[config.mk]
export PLATFORM = sky130hd
export DESIGN_NAME = lpd_top
export DESIGN_NICKNAME = d
export VERILOG_FILES = /design/src/shared/lpd_pkg.sv /design/src/hdl/lpd_sync.sv /design/src/hdl/lpd_top.sv
export VERILOG_INCLUDE_DIRS = /design/src /design/src/shared
export SDC_FILE = /design/constraint.sdc
export NUM_CORES = 1
export LEC_CHECK = 0
export ABC_AREA = 1
export BUFFER_PORTS_ARGS = -buffer_cell sky130_fd_sc_hd__buf_4
export CAP_MARGIN = 30
export CORE_ASPECT_RATIO = 0.9
export CORE_UTILIZATION = 30
export DETAILED_ROUTE_END_ITERATION = 8
export GPL_TIMING_DRIVEN = 1
export PLACE_DENSITY_LB_ADDON = 0.12
export SKIP_CTS_REPAIR_TIMING = 1
export SLEW_MARGIN = 25
export SYNTH_ARGS = -nofsm -noshare
export SYNTH_HDL_FRONTEND = slang
export SYNTH_SLANG_ARGS = --single-unit
[constraint.sdc]
create_clock -name mclk -period 1.7 [get_ports mclk]
set_input_delay 0.17 -clock mclk [delete_from_list [all_inputs] [get_ports mclk]]
set_output_delay 0.17 -clock mclk [all_outputs]
set_load 0.05 [all_outputs]
[src/shared/lpd_map.svh]
`ifndef LPD_MAP_SVH
`define LPD_MAP_SVH

// ****************************************************************
// synchronised pin vector layout
// ****************************************************************
`define LPD_PIN_W 8
`define LPD_PIN_HOST 0
`define LPD_PIN_REGRST 1
`define LPD_PIN_EQDIS 2
`define LPD_PIN_THRSEL 3
`define LPD_PIN_LLOOP 4
`define LPD_PIN_RLOOP 5
`define LPD_PIN_E3 6
`define LPD_PIN_STS1 7
// reg reset pin idles high, all others low
`define LPD_PIN_RST_VAL 8'h02

// ****************************************************************
// command register defaults
// ****************************************************************
`define LPD_CMD_EQDIS_DEF 1'h0
`define LPD_CMD_LLOOP_DEF 1'h0
`define LPD_CMD_RLOOP_DEF 1'h0
`define LPD_CMD_THRSEL_DEF 1'h0
`define LPD_CMD_INV_DEF 1'h0
`define LPD_CMD_E3_DEF 1'h0
`define LPD_CMD_STS1_DEF 1'h0

// ****************************************************************
// output reset values
// ****************************************************************
`define LPD_BIT_LOW 1'h0
`define LPD_BIT_HIGH 1'h1

`endif

[src/shared/lpd_pkg.sv]
package lpd_pkg;

    typedef enum logic [1:0] {
        LPD_LOOP_NONE,
        LPD_LOOP_ANALOG_LOCAL,
        LPD_LOOP_DIGITAL_LOCAL,
        LPD_LOOP_REMOTE
    } lpd_loop_t;

endpackage

[src/hdl/lpd_sync.sv]
`timescale 1ns/100ps
`include "lpd_map.svh"

module lpd_sync #(
    parameter int W = `LPD_PIN_W,
    parameter logic [W-1:0] RST_VAL = '0
) (
    // clock and reset
    input wire logic mclk,
    input wire logic rst_n,
    // asynchronous levels in, synchronised levels out
    input wire logic [W-1:0] async_in,
    output logic [W-1:0] sync_out
);

    logic [W-1:0] meta_ff;
    logic [W-1:0] hold_ff;
    logic [W-1:0] nxt_meta;
    logic [W-1:0] nxt_hold;

    always_comb
    begin
        nxt_meta = async_in;
        nxt_hold = meta_ff;
    end

    always_ff @(posedge mclk or negedge rst_n)
    begin
        if (!rst_n)
        begin
            meta_ff <= RST_VAL;
            hold_ff <= RST_VAL;
        end
        else
        begin
            meta_ff <= nxt_meta;
            hold_ff <= nxt_hold;
        end
    end

    assign sync_out = hold_ff;

endmodule // lpd_sync

[src/hdl/lpd_top.sv]
`timescale 1ns/100ps
`include "lpd_map.svh"

// Functional notes
// - host mode: reg reset low restores command defaults
// - undriven register reset input reads high
// - hardware mode, invert low: data on rising
// - hardware mode, invert high: data on falling
// - equalizer disabled while disable input high
// - host mode: eq/loop pins ignored, registers used
// - threshold applies only at DS3/STS-1 rates
// - local high, remote low: analog local loop
// - both high: digital local loop
// - remote high, local low: remote loop
// - mode select high host, low hardware

module lpd_top (
    // clock and reset
    input wire logic mclk,
    input wire logic rst_n,
    // configuration pins
    input wire logic host_hardware_mode_sel,
    input wire logic cfg_reg_reset_n,
    input wire logic cfg_reg_reset_drv,
    input wire logic rx_equalizer_disable,
    input wire logic signal_loss_threshold_sel,
    input wire logic local_loop_sel,
    input wire logic remote_loop_sel,
    input wire logic rate_e3_sel,
    input wire logic rate_sts1_sel,
    // command register write port, same clock
    input wire logic cmd_wr,
    input wire logic cmd_eq_disable,
    input wire logic cmd_local_loop,
    input wire logic cmd_remote_loop,
    input wire logic cmd_loss_threshold,
    input wire logic cmd_clk_invert,
    input wire logic cmd_rate_e3,
    input wire logic cmd_rate_sts1,
    // recovered rail data, same clock
    input wire logic rx_pos_in,
    input wire logic rx_neg_in,
    // receive outputs
    output logic rx_recovered_clk_b,
    output logic rx_pos_rail_data,
    output logic rx_neg_rail_data,
    // decoded configuration
    output logic host_mode,
    output logic equalizer_enable,
    output logic loss_threshold_high,
    output logic loss_threshold_active,
    output lpd_pkg::lpd_loop_t loop_mode,
    output logic analog_local_loop,
    output logic digital_local_loop,
    output logic remote_loop
);

    // ****************************************************************
    // pin synchronisation
    // ****************************************************************
    logic [`LPD_PIN_W-1:0] pin_raw;
    logic [`LPD_PIN_W-1:0] pin_s;
    logic reg_reset_level;

    // weak pull-up: an undriven pin reads high
    assign reg_reset_level = cfg_reg_reset_drv ? cfg_reg_reset_n : `LPD_BIT_HIGH;

    always_comb
    begin
        pin_raw = '0;
        pin_raw[`LPD_PIN_HOST] = host_hardware_mode_sel;
        pin_raw[`LPD_PIN_REGRST] = reg_reset_level;
        pin_raw[`LPD_PIN_EQDIS] = rx_equalizer_disable;
        pin_raw[`LPD_PIN_THRSEL] = signal_loss_threshold_sel;
        pin_raw[`LPD_PIN_LLOOP] = local_loop_sel;
        pin_raw[`LPD_PIN_RLOOP] = remote_loop_sel;
        pin_raw[`LPD_PIN_E3] = rate_e3_sel;
        pin_raw[`LPD_PIN_STS1] = rate_sts1_sel;
    end

    lpd_sync #(
        .W(`LPD_PIN_W),
        .RST_VAL(`LPD_PIN_RST_VAL)
    ) u_pin_sync (
        .mclk(mclk),
        .rst_n(rst_n),
        .async_in(pin_raw),
        .sync_out(pin_s)
    );

    logic is_host;
    assign is_host = pin_s[`LPD_PIN_HOST];

    // ****************************************************************
    // command registers
    // ****************************************************************
    logic cmd_eqdis_ff, cmd_lloop_ff, cmd_rloop_ff, cmd_thrsel_ff;
    logic cmd_inv_ff, cmd_e3_ff, cmd_sts1_ff;
    logic nxt_cmd_eqdis, nxt_cmd_lloop, nxt_cmd_rloop, nxt_cmd_thrsel;
    logic nxt_cmd_inv, nxt_cmd_e3, nxt_cmd_sts1;

    always_comb
    begin
        nxt_cmd_eqdis = cmd_eqdis_ff;
        nxt_cmd_lloop = cmd_lloop_ff;
        nxt_cmd_rloop = cmd_rloop_ff;
        nxt_cmd_thrsel = cmd_thrsel_ff;
        nxt_cmd_inv = cmd_inv_ff;
        nxt_cmd_e3 = cmd_e3_ff;
        nxt_cmd_sts1 = cmd_sts1_ff;
        // reset wins over a write in the same cycle
        if (is_host && !pin_s[`LPD_PIN_REGRST])
        begin
            nxt_cmd_eqdis = `LPD_CMD_EQDIS_DEF;
            nxt_cmd_lloop = `LPD_CMD_LLOOP_DEF;
            nxt_cmd_rloop = `LPD_CMD_RLOOP_DEF;
            nxt_cmd_thrsel = `LPD_CMD_THRSEL_DEF;
            nxt_cmd_inv = `LPD_CMD_INV_DEF;
            nxt_cmd_e3 = `LPD_CMD_E3_DEF;
            nxt_cmd_sts1 = `LPD_CMD_STS1_DEF;
        end
        else if (cmd_wr)
        begin
            nxt_cmd_eqdis = cmd_eq_disable;
            nxt_cmd_lloop = cmd_local_loop;
            nxt_cmd_rloop = cmd_remote_loop;
            nxt_cmd_thrsel = cmd_loss_threshold;
            nxt_cmd_inv = cmd_clk_invert;
            nxt_cmd_e3 = cmd_rate_e3;
            nxt_cmd_sts1 = cmd_rate_sts1;
        end
    end

    always_ff @(posedge mclk or negedge rst_n)
    begin
        if (!rst_n)
        begin
            cmd_eqdis_ff <= `LPD_CMD_EQDIS_DEF;
            cmd_lloop_ff <= `LPD_CMD_LLOOP_DEF;
            cmd_rloop_ff <= `LPD_CMD_RLOOP_DEF;
            cmd_thrsel_ff <= `LPD_CMD_THRSEL_DEF;
            cmd_inv_ff <= `LPD_CMD_INV_DEF;
            cmd_e3_ff <= `LPD_CMD_E3_DEF;
            cmd_sts1_ff <= `LPD_CMD_STS1_DEF;
        end
        else
        begin
            cmd_eqdis_ff <= nxt_cmd_eqdis;
            cmd_lloop_ff <= nxt_cmd_lloop;
            cmd_rloop_ff <= nxt_cmd_rloop;
            cmd_thrsel_ff <= nxt_cmd_thrsel;
            cmd_inv_ff <= nxt_cmd_inv;
            cmd_e3_ff <= nxt_cmd_e3;
            cmd_sts1_ff <= nxt_cmd_sts1;
        end
    end

    // ****************************************************************
    // mode selection
    // ****************************************************************
    logic sel_eqdis, sel_lloop, sel_rloop, sel_inv, sel_e3;

    always_comb
    begin
        if (is_host)
        begin
            sel_eqdis = cmd_eqdis_ff;
            sel_lloop = cmd_lloop_ff;
            sel_rloop = cmd_rloop_ff;
            sel_inv = cmd_inv_ff;
            sel_e3 = cmd_e3_ff;
        end
        else
        begin
            // shared pin is the clock invert select in hardware mode
            sel_eqdis = pin_s[`LPD_PIN_EQDIS];
            sel_lloop = pin_s[`LPD_PIN_LLOOP];
            sel_rloop = pin_s[`LPD_PIN_RLOOP];
            sel_inv = pin_s[`LPD_PIN_REGRST];
            sel_e3 = pin_s[`LPD_PIN_E3];
        end
    end

    // ****************************************************************
    // decoded configuration registers
    // ****************************************************************
    logic host_ff, eq_en_ff, thr_hi_ff, thr_act_ff;
    logic ana_ff, dig_ff, rem_ff;
    logic nxt_host, nxt_eq_en, nxt_thr_hi, nxt_thr_act;
    logic nxt_ana, nxt_dig, nxt_rem;
    lpd_pkg::lpd_loop_t loop_ff;
    lpd_pkg::lpd_loop_t nxt_loop;

    always_comb
    begin
        nxt_host = is_host;
        nxt_eq_en = !sel_eqdis;
        // threshold pin stays live in both modes; only the rate gates it
        nxt_thr_act = !sel_e3;
        nxt_thr_hi = nxt_thr_act && pin_s[`LPD_PIN_THRSEL];
        unique case ({sel_lloop, sel_rloop})
            2'h2: nxt_loop = lpd_pkg::LPD_LOOP_ANALOG_LOCAL;
            2'h3: nxt_loop = lpd_pkg::LPD_LOOP_DIGITAL_LOCAL;
            2'h1: nxt_loop = lpd_pkg::LPD_LOOP_REMOTE;
            2'h0: nxt_loop = lpd_pkg::LPD_LOOP_NONE;
        endcase
        nxt_ana = (nxt_loop == lpd_pkg::LPD_LOOP_ANALOG_LOCAL);
        nxt_dig = (nxt_loop == lpd_pkg::LPD_LOOP_DIGITAL_LOCAL);
        nxt_rem = (nxt_loop == lpd_pkg::LPD_LOOP_REMOTE);
    end

    always_ff @(posedge mclk or negedge rst_n)
    begin
        if (!rst_n)
        begin
            host_ff <= `LPD_BIT_LOW;
            eq_en_ff <= `LPD_BIT_HIGH;
            thr_hi_ff <= `LPD_BIT_LOW;
            thr_act_ff <= `LPD_BIT_HIGH;
            loop_ff <= lpd_pkg::LPD_LOOP_NONE;
            ana_ff <= `LPD_BIT_LOW;
            dig_ff <= `LPD_BIT_LOW;
            rem_ff <= `LPD_BIT_LOW;
        end
        else
        begin
            host_ff <= nxt_host;
            eq_en_ff <= nxt_eq_en;
            thr_hi_ff <= nxt_thr_hi;
            thr_act_ff <= nxt_thr_act;
            loop_ff <= nxt_loop;
            ana_ff <= nxt_ana;
            dig_ff <= nxt_dig;
            rem_ff <= nxt_rem;
        end
    end

    // ****************************************************************
    // recovered clock and rail data launch
    // ****************************************************************
    // clock is mclk divided by two so both edges are visible to mclk logic
    logic rclk_ff, pos_ff, neg_ff;
    logic nxt_rclk, nxt_pos, nxt_neg;
    logic launch;

    always_comb
    begin
        nxt_rclk = !rclk_ff;
        // invert low: launch as clock rises; high: as it falls
        launch = sel_inv ? !nxt_rclk : nxt_rclk;
        nxt_pos = launch ? rx_pos_in : pos_ff;
        nxt_neg = launch ? rx_neg_in : neg_ff;
    end

    always_ff @(posedge mclk or negedge rst_n)
    begin
        if (!rst_n)
        begin
            rclk_ff <= `LPD_BIT_LOW;
            pos_ff <= `LPD_BIT_LOW;
            neg_ff <= `LPD_BIT_LOW;
        end
        else
        begin
            rclk_ff <= nxt_rclk;
            pos_ff <= nxt_pos;
            neg_ff <= nxt_neg;
        end
    end

    // ****************************************************************
    // outputs
    // ****************************************************************
    assign rx_recovered_clk_b = rclk_ff;
    assign rx_pos_rail_data = pos_ff;
    assign rx_neg_rail_data = neg_ff;
    assign host_mode = host_ff;
    assign equalizer_enable = eq_en_ff;
    assign loss_threshold_high = thr_hi_ff;
    assign loss_threshold_active = thr_act_ff;
    assign loop_mode = loop_ff;
    assign analog_local_loop = ana_ff;
    assign digital_local_loop = dig_ff;
    assign remote_loop = rem_ff;

endmodule // lpd_top

# Word-level counts from Yosys, hierarchy flattened
# Index checks and enable logic that the tools add are counted.
# totals
word_cells	50
reg_bits	31
input_bits	21
out_inout_bits	12
# op_classes
n_mux	18
n_eq_ne	6
reduce_logical	8
# op_table
op	n
two-way mux 1 bit	17
== test 2 bit, second input constant	4
one-hot mux 2 bit (4 select lines)	1
== test 2 x 1 -> 1 bit, second input constant	2
logical NOT 1 bit	4
logical AND 1 bit	2
logical NOT 2 bit	1
nonzero test 2 bit	1

# Longest topological paths before layout
# Gate-level depths: netlist of the first run.
# logic_depth
ltp_word	4
ltp_mapped	7
mapped_depth_nobuf	6

# Modules after synthesis
# From an unflattened synthesis of the first run, not the netlist that was laid out.
# unflattened
hier_cells	86
hier_area_um2	1102.3
# modules_own_cells
module	seq_area_each_um2	cells_each	n_inst	area_each_um2
lpd_top	427.9	70	1	699.4
lpd_sync	402.9	16	1	402.9

# Worst setup path before layout of the first run
# No wires, ideal clock.
# synth_path
kind	reg2reg
from	register u_pin_sync.hold_ff[0], in the netlist u_pin_sync.sync_out[0]
to	register loop_ff[0], in the netlist loop_mode[0]
t_required_ns	1.587
period_less_slack_ns	1.240
arrival_ns	1.127
n_path_buf	1
setup_ns	0.113
setup_slack_ns	0.460
stages_incl_launch_ff	8
path_cell_list	dfrtp_1 > buf_6 > inv_2 > or2_1 > o21ai_2 > inv_1 > ha_1 > inv_1
# synth_between
elab_chain_len	3
elab_cells_between_ends	7
classes_between	eq/ne (3); mux (3); reduce/logical (1)
# synth_lines
element	line	rtl
from (decl)	lpd_sync.sv:17	logic [W-1:0] hold_ff;
from (signal assigned)	lpd_sync.sv:37	hold_ff <= nxt_hold;
two-way mux 1 bit	lpd_top.sv:165	if (is_host)
== test 2 x 1 -> 1 bit, or another cell as far along	lpd_top.sv:201	unique case ({sel_lloop, sel_rloop})
one-hot mux 2 bit (4 select lines) *	lpd_top.sv:201	
named net nxt_loop[0]	lpd_top.sv:192	lpd_pkg::lpd_loop_t nxt_loop;
to (signal assigned)	lpd_top.sv:220	loop_ff <= lpd_pkg::LPD_LOOP_NONE;
to (signal assigned)	lpd_top.sv:231	loop_ff <= nxt_loop;
to (decl)	lpd_top.sv:191	lpd_pkg::lpd_loop_t loop_ff;
# The timed path passes the listed nets; every way through them passes the cells marked *.
# A chain may end at the register's enable or synchronous reset.

# Worst setup path after layout of the first run
# Ends and elaborated chain as after synthesis.

==> results.ini, run 1 <==
[placed_design]
hpwl_um = 1200
placedCellCount = 156
port_buffers = 29
gp_congestion = 0.706
postPlaceCellArea_mm2 = 0.00132

[timing]
rsz0062_at_grt = false
finalSetupTns_ns = 0
finalCriticalPeriod_ns = 1.37
fin_crit_sh_pct = 80.3
timing.hold.ws_ns = 0.0133
worstMarginPinSlew_ns = 0.374
finalHoldViolCount = 0
max_clock_freq_ghz = 0.732
relSlewSlack_pct = 75.1
drv_slew = 0
setup_violations = 0
skew_ns = 0.00469

[clock_network]
cts.sinks = 31
ctsRootBufferMaster = clkbuf_8
clock_path_buffers = 2
clk_latency_ns = 0.27
cts_tree = yes
numCtsBuffers = 5
h-tree-depth = 2
path_clk_slew_ns = 0.06

[synthesis]
netlist_instances = 83
synth.area.top_cells = dfrtp_1 64%, dfstp_2 10%, nand3_1 3.8%, ha_1 3.6%, inv_1 3.2%
yosysTopAreaCellShare_pct = 64.2
synth.yosys.seq_area_share_pct = 74.2
synthesis.area_mm2 = 0.00105
synth.net_count = 107
ys_ff_latch = 31
synth_cell_types = 15
ys_warn_count = 0
synth_top_cell_by_area = dfrtp_1
syn_area_per_cell_um2 = 12.7

[outcome]
outcome = completed

[global_routing]
gr-usage-all-layers_pct = 10.4
grt_first_pass_wirelength_um = 2780
antenna_found_initial = 0
grt-ovfl-total = 0
grt_pass1_vias = 664
grt_max_degree = 32

[layout]
multi_input_area_um2 = 223
antenna_cells = 0
fin_area_mm2 = 0.00149
mostFrequentLayoutCell = buf_4
regArea_um2 = 781
drive_gt1_share_pct = 34.6
final_core_util_pct = 44.5
layout.cells.non_filler = 171
fill_cells = 329
area_growth_pct = 41.7
final_nets = 150
layout_common_cells = 30 x buf_4, 27 x dfrtp_1, 9 x inv_1, 9 x nand2_1

[critical_path]
crit_path_top_delay_cell = dfrtp_1
crit_type = reg2reg
slowest_delay_ns = 0.49
setup.worst_path.start_class = flip-flop
required_ns = 1.87
crit_chain = inv_2 > or2_1 > o21ai_2 > inv_1 > ha_1 > inv_1
worstSetupEndpointType = flip-flop
crit_path_max_fanout = 7
arrival_ns = 1.53
cpMostUsedCell = inv_1

[detailed_routing]
wirelength_um = 1690
ant_nets = 0
detail_route.drc_violations = 0
drtIter0Drc = 0
via_per_inst = 4.08
first_pass_iters = 1
wl_per_cell_um = 9.88
vias = 697

[power_and_ir_drop]
power.density_mw_per_mm2 = 1140
switching_share_pct = 25.5
power.internal_mw = 1.27
combPwrFrac_pct = 15.7
p_seq_share_pct = 48.5
p_clk_share_pct = 35.7
ir_drop_mv = 0.595
p_sw_mw = 0.433
leakage_nw = 0.752

[min_path]
hold_path.class = in2reg

[die]
io_pins = 33
die_x_um = 64.4
dieArea_mm2 = 0.00375
num_rows = 20
core_mm2 = 0.00335
initial_core_util_pct = 31.4
fp.dieH_um = 58.2

[job]
cap_violations = 0

==> synthesized netlist by cell type <==
cell type,count
nor2_1,8
mux2i_1,1
a21oi_1,1
nand3_1,8
o21ai_2,2
and2_1,1
nand2_1,9
or2_1,2
dfstp_2,4
o21ai_0,6
buf_6,1
inv_1,9
dfrtp_1,27
inv_2,1
ha_1,3
==> final timing paths <==
kind / slack [ns] / cells past startpoint / from / to
max: 0.33 / 6 / u_pin_sync.sync_out[0] / loop_mode[0]
min: 0.01 / 2 / cfg_reg_reset_drv / u_pin_sync.meta_ff[1]
max reg2reg: 0.33 / 6 / u_pin_sync.sync_out[0] / loop_mode[0]
min reg2reg: 0.35 / 0 / u_pin_sync.meta_ff[4] / u_pin_sync.sync_out[4]
max in group asynchronous: 1.03 / 2 / rst_n / u_pin_sync.sync_out[1]
min in group asynchronous: 0.36 / 2 / rst_n / u_pin_sync.sync_out[3]
==> cell families (layout without fill, tap and decap cells) <==
kind of cell | after synthesis | in the layout | share of synthesized area (%)
AO/OA/AOI/OAI | 9 | 9 | 4.99
adder cells (fa/ha/maj) | 3 | 3 | 3.57
buffers and inverters | 11 | 55 | 4.64
flip-flops | 31 | 31 | 74.2
multiplexers | 1 | 1 | 0.951
AND/OR/NAND/NOR | 28 | 28 | 11.7
==> final cells by class <==
| type | instances | share of cell area [%] |
|---|---|---|
| sequential | 31 | 52.3 |
| clock buffer | 8 | 6.71 |
| tap | 44 | 3.69 |
| multi-input combinational | 41 | 14.9 |
| timing repair buffer | 37 | 19.8 |
| inverter | 10 | 2.52 |
==> power by group through the flow <==
stage	combinational, mW	clock (mW)	sequential (mW)
2_1_floorplan	0.0563	0	0.935
3_3_place_gp	0.257	0	0.836
3_5_place_dp	0.259	0	0.839
4_1_cts	0.260	0.636	0.826
5_1_grt	0.290	0.669	0.830
6_report	0.268	0.607	0.825
==> critical path, delay by kind of cell (launching register included) <==
kind | cells | cell delay [ns]
buffers and inverters | 3 | 0.21
adder cells (fa/ha/maj) | 1 | 0.27
AND/OR/NAND/NOR | 1 | 0.23
flip-flops | 1 | 0.49
AO/OA/AOI/OAI | 1 | 0.07
==> flip-flops by register name, indices dropped and copies added (netlist names) <==
register / count
analog_local_loop: 1
cmd_e3_ff: 1
cmd_eqdis_ff: 1
cmd_inv_ff: 1
cmd_lloop_ff: 1
cmd_rloop_ff: 1
digital_local_loop: 1
equalizer_enable: 1
host_mode: 1
loop_mode: 2
loss_threshold_active: 1
loss_threshold_high: 1
remote_loop: 1
rx_neg_rail_data: 1
rx_pos_rail_data: 1
rx_recovered_clk_b: 1
u_pin_sync.meta_ff: 7
u_pin_sync.sync_out: 7
==> per-stage QoR <==
stage | setup WS, ns | power (mW)
floorplan | 0.460 | 0.991
global placement | 0.338 | 1.09
detailed placement | 0.318 | 1.10
CTS | 0.308 | 1.72
global route | 0.247 | 1.79
finish | 0.334 | 1.70
==> per-layer routing <==
layer,up-vias,global-route usage (%),share of wire [%]
met5,-,0,0
met4,0,6.67,1.5
met2,20,16.1,48
met1,327,11.8,44
met3,4,4.72,5.6
li1,346,-,-
Note: power is estimated with default switching activity, not from simulation.
==> run 2: changes to the inputs <==
--- a/config.mk
+++ b/config.mk
@@ -6,7 +6,7 @@
 export SDC_FILE = /design/constraint.sdc
 export NUM_CORES = 1
 export LEC_CHECK = 0
-export ABC_AREA = 1
+export ABC_AREA = 0
 export BUFFER_PORTS_ARGS = -buffer_cell sky130_fd_sc_hd__buf_4
 export CAP_MARGIN = 30
 export CORE_ASPECT_RATIO = 0.9
==> constraint.sdc (replaced) <==
create_clock -name mclk -period 1.25 [get_ports mclk]
set_input_delay 0.125 -clock mclk [delete_from_list [all_inputs] [get_ports mclk]]
set_output_delay 0.125 -clock mclk [all_outputs]
set_load 0.05 [all_outputs]
==> results.ini, run 2 <==
[global_routing]
grt-ovfl-total = 0  ; unchanged
gr-usage-all-layers_pct = 10.3  ; was 10.4%
grt_first_pass_wirelength_um = 2570  ; was 2780 µm
grt_max_degree = 32  ; unchanged
antenna_found_initial = 0  ; unchanged
grt_pass1_vias = 568  ; was 664

[timing]
fin_crit_sh_pct = 102  ; was 80.3%
finalSetupTns_ns = -0.0485  ; was 0 ns
finalHoldViolCount = 0  ; unchanged
fin_ws_ns = -0.0244  ; was 0.334 ns
worstMarginPinSlew_ns = 0.382  ; was 0.374 ns
finalCriticalPeriod_ns = 1.27  ; was 1.37 ns
max_clock_freq_ghz = 0.785  ; was 0.732 GHz
rsz0062_at_grt = true  ; was false
setup_violations = 3  ; was 0
skew_ns = 0.00380  ; was 0.00469 ns
relSlewSlack_pct = 74.6  ; was 75.1%
drv_slew = 0  ; unchanged

[critical_path]
crit_chain = mux2i_1 > xnor2_1 > mux2_1  ; was inv_2 > or2_1 > o21ai_2 > inv_1 > ha_1 > inv_1
cp.buffers_inverters = 0  ; was 3
r2r_cells = 3  ; was 6
critical-path-top-delay-family = flip-flops  ; unchanged
worstSetupEndpointType = flip-flop  ; unchanged
r2r-start = u_pin_sync.sync_out[1]  ; was u_pin_sync.sync_out[0]
crit_path_max_fanout = 2  ; was 7
slowest_delay_ns = 0.52  ; was 0.49 ns
arrival_ns = 1.43  ; was 1.53 ns
ff2ff_setup_slack_ns = -0.02  ; was 0.33 ns
required_ns = 1.41  ; was 1.87 ns
cp.depth = 3  ; was 6
crit_path_top_delay_cell = dfstp_2  ; was dfrtp_1
crit_type = reg2reg  ; unchanged
setup.worst_path.start_class = flip-flop  ; unchanged
r2r_end = rx_neg_rail_data  ; was loop_mode[0]

[synthesis]
yosysTopAreaCellShare_pct = 66.4  ; was 64.2%
synthTopCellsByCount = 27 x dfrtp_1, 10 x mux2i_1, 5 x nor2_1, 4 x dfstp_2, 4 x inv_1  ; was 27 x dfrtp_1, 9 x inv_1, 9 x nand2_1, 8 x nand3_1, 8 x nor2_1
syn_area_per_cell_um2 = 16.7  ; was 12.7 µm²
synth_cell_types = 13  ; was 15
synth_most_common_cell = dfrtp_1  ; unchanged
ys_ff_latch = 31  ; unchanged
synthesis.area_mm2 = 0.00102  ; was 0.00105 mm²
synth_top_cell_by_area = dfrtp_1  ; unchanged
synth.net_count = 85  ; was 107
synth.area.top_cells = dfrtp_1 66%, dfstp_2 10%, mux2i_1 9.8%, ha_1 3.7%, mux2_1 2.2%  ; was dfrtp_1 64%, dfstp_2 10%, nand3_1 3.8%, ha_1 3.6%, inv_1 3.2%
postSynth.asyncResetShare_pct = 100  ; unchanged
synth_ff_type = dfrtp_1  ; unchanged
synth.yosys.seq_area_share_pct = 76.8  ; was 74.2%
synth-edff-count = 0  ; unchanged
ys_warn_count = 0  ; unchanged
netlist_instances = 61  ; was 83

[clock_network]
numCtsBuffers = 5  ; unchanged
path_clk_slew_ns = 0.06  ; about the same
ctsRootBufferMaster = clkbuf_8  ; unchanged
cts_tree = yes  ; unchanged
clk_latency_ns = 0.28  ; was 0.27 ns
cts.sinks = 31  ; unchanged
clock_path_buffers = 2  ; unchanged
h-tree-depth = 2  ; unchanged

[die]
core_mm2 = 0.00314  ; was 0.00335 mm²
io_pins = 33  ; unchanged
initial_core_util_pct = 32.4  ; was 31.4%
die_x_um = 63.4  ; was 64.4 µm
dieArea_mm2 = 0.00363  ; was 0.00375 mm²
num_rows = 19  ; was 20
fp.dieH_um = 57.2  ; was 58.2 µm

[min_path]
hp-start = cfg_reg_reset_n  ; was cfg_reg_reset_drv
hold_path.class = in2reg  ; unchanged
hold_depth = 2  ; unchanged
holdPathEnd = u_pin_sync.meta_ff[1]  ; unchanged

[detailed_routing]
wirelength_um = 1530  ; was 1690 µm
via_per_inst = 3.83  ; was 4.08
drtIter0Drc = 8  ; was 0
wl_per_cell_um = 10.3  ; was 9.88 µm
vias = 570  ; was 697
first_pass_iters = 2  ; was 1
ant_nets = 0  ; unchanged
detail_route.drc_violations = 0  ; unchanged

[layout]
antenna_cells = 0  ; unchanged
drive_gt1_share_pct = 42.1  ; was 34.6%
mostFrequentLayoutCell = buf_4  ; unchanged
final_nets = 130  ; was 150
layout.cells.non_filler = 149  ; was 171
area_growth_pct = 45.5  ; was 41.7%
layout_common_cells = 32 x buf_4, 26 x dfrtp_1, 10 x mux2i_1, 8 x dlygate4sd3_1, 7 x clkbuf_8  ; was 30 x buf_4, 27 x dfrtp_1, 9 x inv_1, 9 x nand2_1

[outcome]
outcome = complete, but fails checks  ; was completed
failed_checks = negative setup slack

[power_and_ir_drop]
power.density_mw_per_mm2 = 1590  ; was 1140 mW/mm²
ir_drop_mv = 0.739  ; was 0.595 mV
leakage_nw = 0.740  ; was 0.752 nW

[placed_design]
port_buffers = 29  ; unchanged
hpwl_um = 1020  ; was 1200 µm
gp_congestion = 0.676  ; was 0.706
preCtsSetupSlack_ns = -0.0330  ; was 0.318 ns
placedCellCount = 133  ; was 156

[job]
cap_violations = 0  ; unchanged

run 2: changes by cell type in the layout (fill, tap and decap cells not counted), moves of 3 or more:
| cell | before | now |
|---|---|---|
| inv_1 | 9 | 4 |
| mux2i_1 | 1 | 10 |
| nor2_1 | 8 | 5 |
| o21ai_0 | 6 | 0 |
| nand2_1 | 9 | 0 |
| nand3_1 | 8 | 0 |
run 2: cells by family after synthesis:
| group | synth area share (%) |
|---|---|
| muxes | 12.1 |
| xor gates and xnor gates | 0.861 |
| adders and majority gates | 3.69 |
| DFF | 76.8 |
| buffers and inverters | 2.95 |
| and+or+nand+nor | 3.69 |
run 2: worst reg2reg max path, cell delays in order (launching register included):
cell and delay [ns]:
dfstp_2 0.52, mux2i_1 0.07, xnor2_1 0.21, mux2_1 0.35
run 2: layer usage:
metal | part of all wire [%] | routed length (µm) | global-route usage [%]
met1 | 45 | 687 | 12.2
met2 | 45 | 683 | 13.5
met3 | 7.9 | 121 | 5.80
met4 | 2.5 | 39 | 8.77
met5 | 0 | 0 | 0
run 2: worst max-delay path by stage:
stage                                       from                to  slack (ns)
after floorplan           u_pin_sync.sync_out[0]  rx_neg_rail_data       -0.03
after global placement    u_pin_sync.sync_out[1]  rx_neg_rail_data       -0.02
after detailed placement  u_pin_sync.sync_out[1]  rx_neg_rail_data       -0.03
after CTS                 u_pin_sync.sync_out[1]  rx_neg_rail_data       -0.04
after global routing      u_pin_sync.sync_out[1]  rx_pos_rail_data       -0.09
final                     u_pin_sync.sync_out[1]  rx_neg_rail_data       -0.02
run 2: per-stage QoR:
stage                     instance area, µm²  hold slack, ns  util [%]  power [mW]
after global placement                  1300          0.0769      41.3        1.50
after global routing                    1480          0.0252      47.2        2.48
after detailed placement                1300          0.0801      41.3        1.51
after CTS                               1400          -0.230      44.6        2.38
final                                   1480          0.0324      47.2        2.36
after floorplan                         1020          -0.171         -        1.36
run 2: report_power, final:
| group | leakage, nW | switching, mW | internal (mW) |
|---|---|---|---|
| Combinational | 0.327 | 0.234 | 0.149 |
| Clock | 0.0505 | 0.353 | 0.500 |
| Sequential | 0.362 | 0.0287 | 1.09 |
| Total | 0.740 | 0.616 | 1.74 |
run 2: area by class of cell:
class	count	area, µm²
Fill cell	293	1660
Sequential cell	31	782
Timing Repair Buffer	40	320
Multi-Input combinational cell	24	206
Clock buffer	7	96.3
Tap cell	42	52.6
Inverter	4	15.0
Clock inverter	1	7.51
==> run 3: changes to the inputs <==
--- a/config.mk
+++ b/config.mk
@@ -7,7 +7,7 @@
 export NUM_CORES = 1
 export LEC_CHECK = 0
 export ABC_AREA = 0
-export BUFFER_PORTS_ARGS = -buffer_cell sky130_fd_sc_hd__buf_4
+export BUFFER_PORTS_ARGS = -buffer_cell sky130_fd_sc_hd__buf_2
 export CAP_MARGIN = 30
 export CORE_ASPECT_RATIO = 0.9
 export CORE_UTILIZATION = 30
==> results.ini, run 3 (synthesis gave the netlist of run 2 again) <==
[layout]
antenna_cells = 0  ; unchanged
mostFrequentLayoutCell = buf_2  ; was buf_4
area_growth_pct = 40.1  ; was 45.5%
fin_area_mm2 = 0.00143  ; was 0.00148 mm²
drive_gt1_share_pct = 44.5  ; was 42.1%
layout.cells.non_filler = 152  ; was 149
final_core_util_pct = 45.4  ; was 47.2%
layout_common_cells = 29 x buf_2, 26 x dfrtp_1, 8 x mux2i_1, 8 x dlygate4sd3_1  ; was 32 x buf_4, 26 x dfrtp_1, 10 x mux2i_1, 8 x dlygate4sd3_1, 7 x clkbuf_8
final_nets = 133  ; was 130

[clock_network]
cts_tree = yes  ; unchanged
clock_path_buffers = 2  ; unchanged
cts.sinks = 31  ; unchanged
path_clk_slew_ns = 0.06  ; about the same
h-tree-depth = 2  ; unchanged
ctsRootBufferMaster = clkbuf_8  ; unchanged
clk_latency_ns = 0.27  ; was 0.28 ns
numCtsBuffers = 5  ; unchanged

[critical_path]
critPathLaunch = u_pin_sync.sync_out[1]  ; unchanged
arrival_ns = 1.43  ; about the same
crit_path_top_delay_cell = dfstp_2  ; unchanged
crit_chain = mux2i_1 > xnor2_1 > mux2_1  ; unchanged
setup.worst_path.start_class = flip-flop  ; unchanged
slowest_delay_ns = 0.52  ; about the same
r2r-start = u_pin_sync.sync_out[1]  ; unchanged
crit_path_max_fanout = 2  ; unchanged
ff2ff_setup_slack_ns = -0.03  ; was -0.02 ns
cp.buffers_inverters = 0  ; unchanged
required_ns = 1.40  ; was 1.41 ns
critical-path-top-delay-family = flip-flops  ; unchanged
crit_type = reg2reg  ; unchanged
worstSetupEndpointType = flip-flop  ; unchanged

[die]
core_mm2 = 0.00314  ; unchanged
dieArea_mm2 = 0.00363  ; unchanged
num_rows = 19  ; unchanged
fp.dieH_um = 57.2  ; unchanged
die_x_um = 63.4  ; unchanged
initial_core_util_pct = 32.4  ; unchanged
io_pins = 33  ; unchanged

[timing]
worstMarginPinSlew_ns = 0.533  ; was 0.382 ns
fin_crit_sh_pct = 102  ; about the same
finalHoldViolCount = 0  ; unchanged
max_clock_freq_ghz = 0.781  ; was 0.785 GHz
fin_ws_ns = -0.0300  ; was -0.0244 ns
drv_slew = 0  ; unchanged
setup_violations = 3  ; unchanged
skew_ns = 0.00673  ; was 0.00380 ns
timing.hold.ws_ns = 0.0405  ; was 0.0324 ns
rsz0062_at_grt = true  ; unchanged
relSlewSlack_pct = 64.5  ; was 74.6%
finalSetupTns_ns = -0.0706  ; was -0.0485 ns
finalCriticalPeriod_ns = 1.28  ; was 1.27 ns

[placed_design]
hpwl_um = 1100  ; was 1020 µm
preCtsSetupSlack_ns = -0.0349  ; was -0.0330 ns
gp_congestion = 0.664  ; was 0.676
placedCellCount = 135  ; was 133
port_buffers = 29  ; unchanged
postPlaceCellArea_mm2 = 0.00124  ; was 0.00130 mm²

[power_and_ir_drop]
combPwrFrac_pct = 15.8  ; was 16.2%
p_seq_share_pct = 49.9  ; was 47.6%
ir_drop_mv = 0.719  ; was 0.739 mV
p_sw_mw = 0.592  ; was 0.616 mW
power.internal_mw = 1.65  ; was 1.74 mW
switching_share_pct = 26.4  ; was 26.1%
p_clk_share_pct = 34.3  ; was 36.2%
leakage_nw = 0.725  ; was 0.740 nW
power.density_mw_per_mm2 = 1580  ; was 1590 mW/mm²
total_power_mw = 2.25  ; was 2.36 mW

[outcome]
failed_checks = negative setup slack  ; unchanged
outcome = complete, but fails checks  ; unchanged

[global_routing]
gr-usage-all-layers_pct = 10.8  ; was 10.3%
grt_first_pass_wirelength_um = 2660  ; was 2570 µm
antenna_found_initial = 0  ; unchanged
grt_pass1_vias = 584  ; was 568
grt-ovfl-total = 0  ; unchanged
grt_max_degree = 26  ; was 32

[detailed_routing]
wirelength_um = 1560  ; was 1530 µm
via_per_inst = 3.80  ; was 3.83
first_pass_iters = 3  ; was 2
ant_nets = 0  ; unchanged
drtIter0Drc = 6  ; was 8
wl_per_cell_um = 10.2  ; was 10.3 µm
detail_route.drc_violations = 0  ; unchanged
vias = 578  ; was 570

[min_path]
hold_path.class = in2reg  ; unchanged
hp-start = cfg_reg_reset_n  ; unchanged

[job]
cap_violations = 0  ; unchanged

## run 3: final cells by class
| class | count | area [µm²] |
|---|---|---|
| clock buffers | 7 | 86.3 |
| clock inverters | 1 | 5.00 |
| fillers | 313 | 1710 |
| well taps | 42 | 52.6 |
| multi-input cells | 24 | 214 |
| repair buffers | 43 | 270 |
| inverters | 4 | 15.0 |
| flip-flops and latches | 31 | 782 |
## run 3: metal layers
layer | vias to the layer above | GRT usage [%] | part of all wire (%)
li1 | 289 | - | -
met1 | 267 | 12.7 | 47
met2 | 20 | 15.0 | 46
met3 | 2 | 6.80 | 5.7
met4 | 0 | 5.84 | 1.3
met5 | - | 0 | 0
## run 3: path summary, 6_finish.rpt
check | to | cells after the start
worst max-delay path | rx_neg_rail_data | 3
worst min-delay path | u_pin_sync.meta_ff[1] | 2
worst max register to register | rx_neg_rail_data | 3
worst min register to register | u_pin_sync.sync_out[3] | 0
max in group asynchronous | loop_mode[1] | 3
min in group asynchronous | u_pin_sync.meta_ff[5] | 2
## run 3: power groups by stage
stage          clock, mW  sequential, mW  combinational, mW
2_1_floorplan          0            1.29             0.0728
3_3_place_gp           0            1.13              0.333
3_5_place_dp           0            1.14              0.336
4_1_cts            0.807            1.12              0.337
5_1_grt            0.870            1.13              0.385
6_report           0.771            1.12              0.354
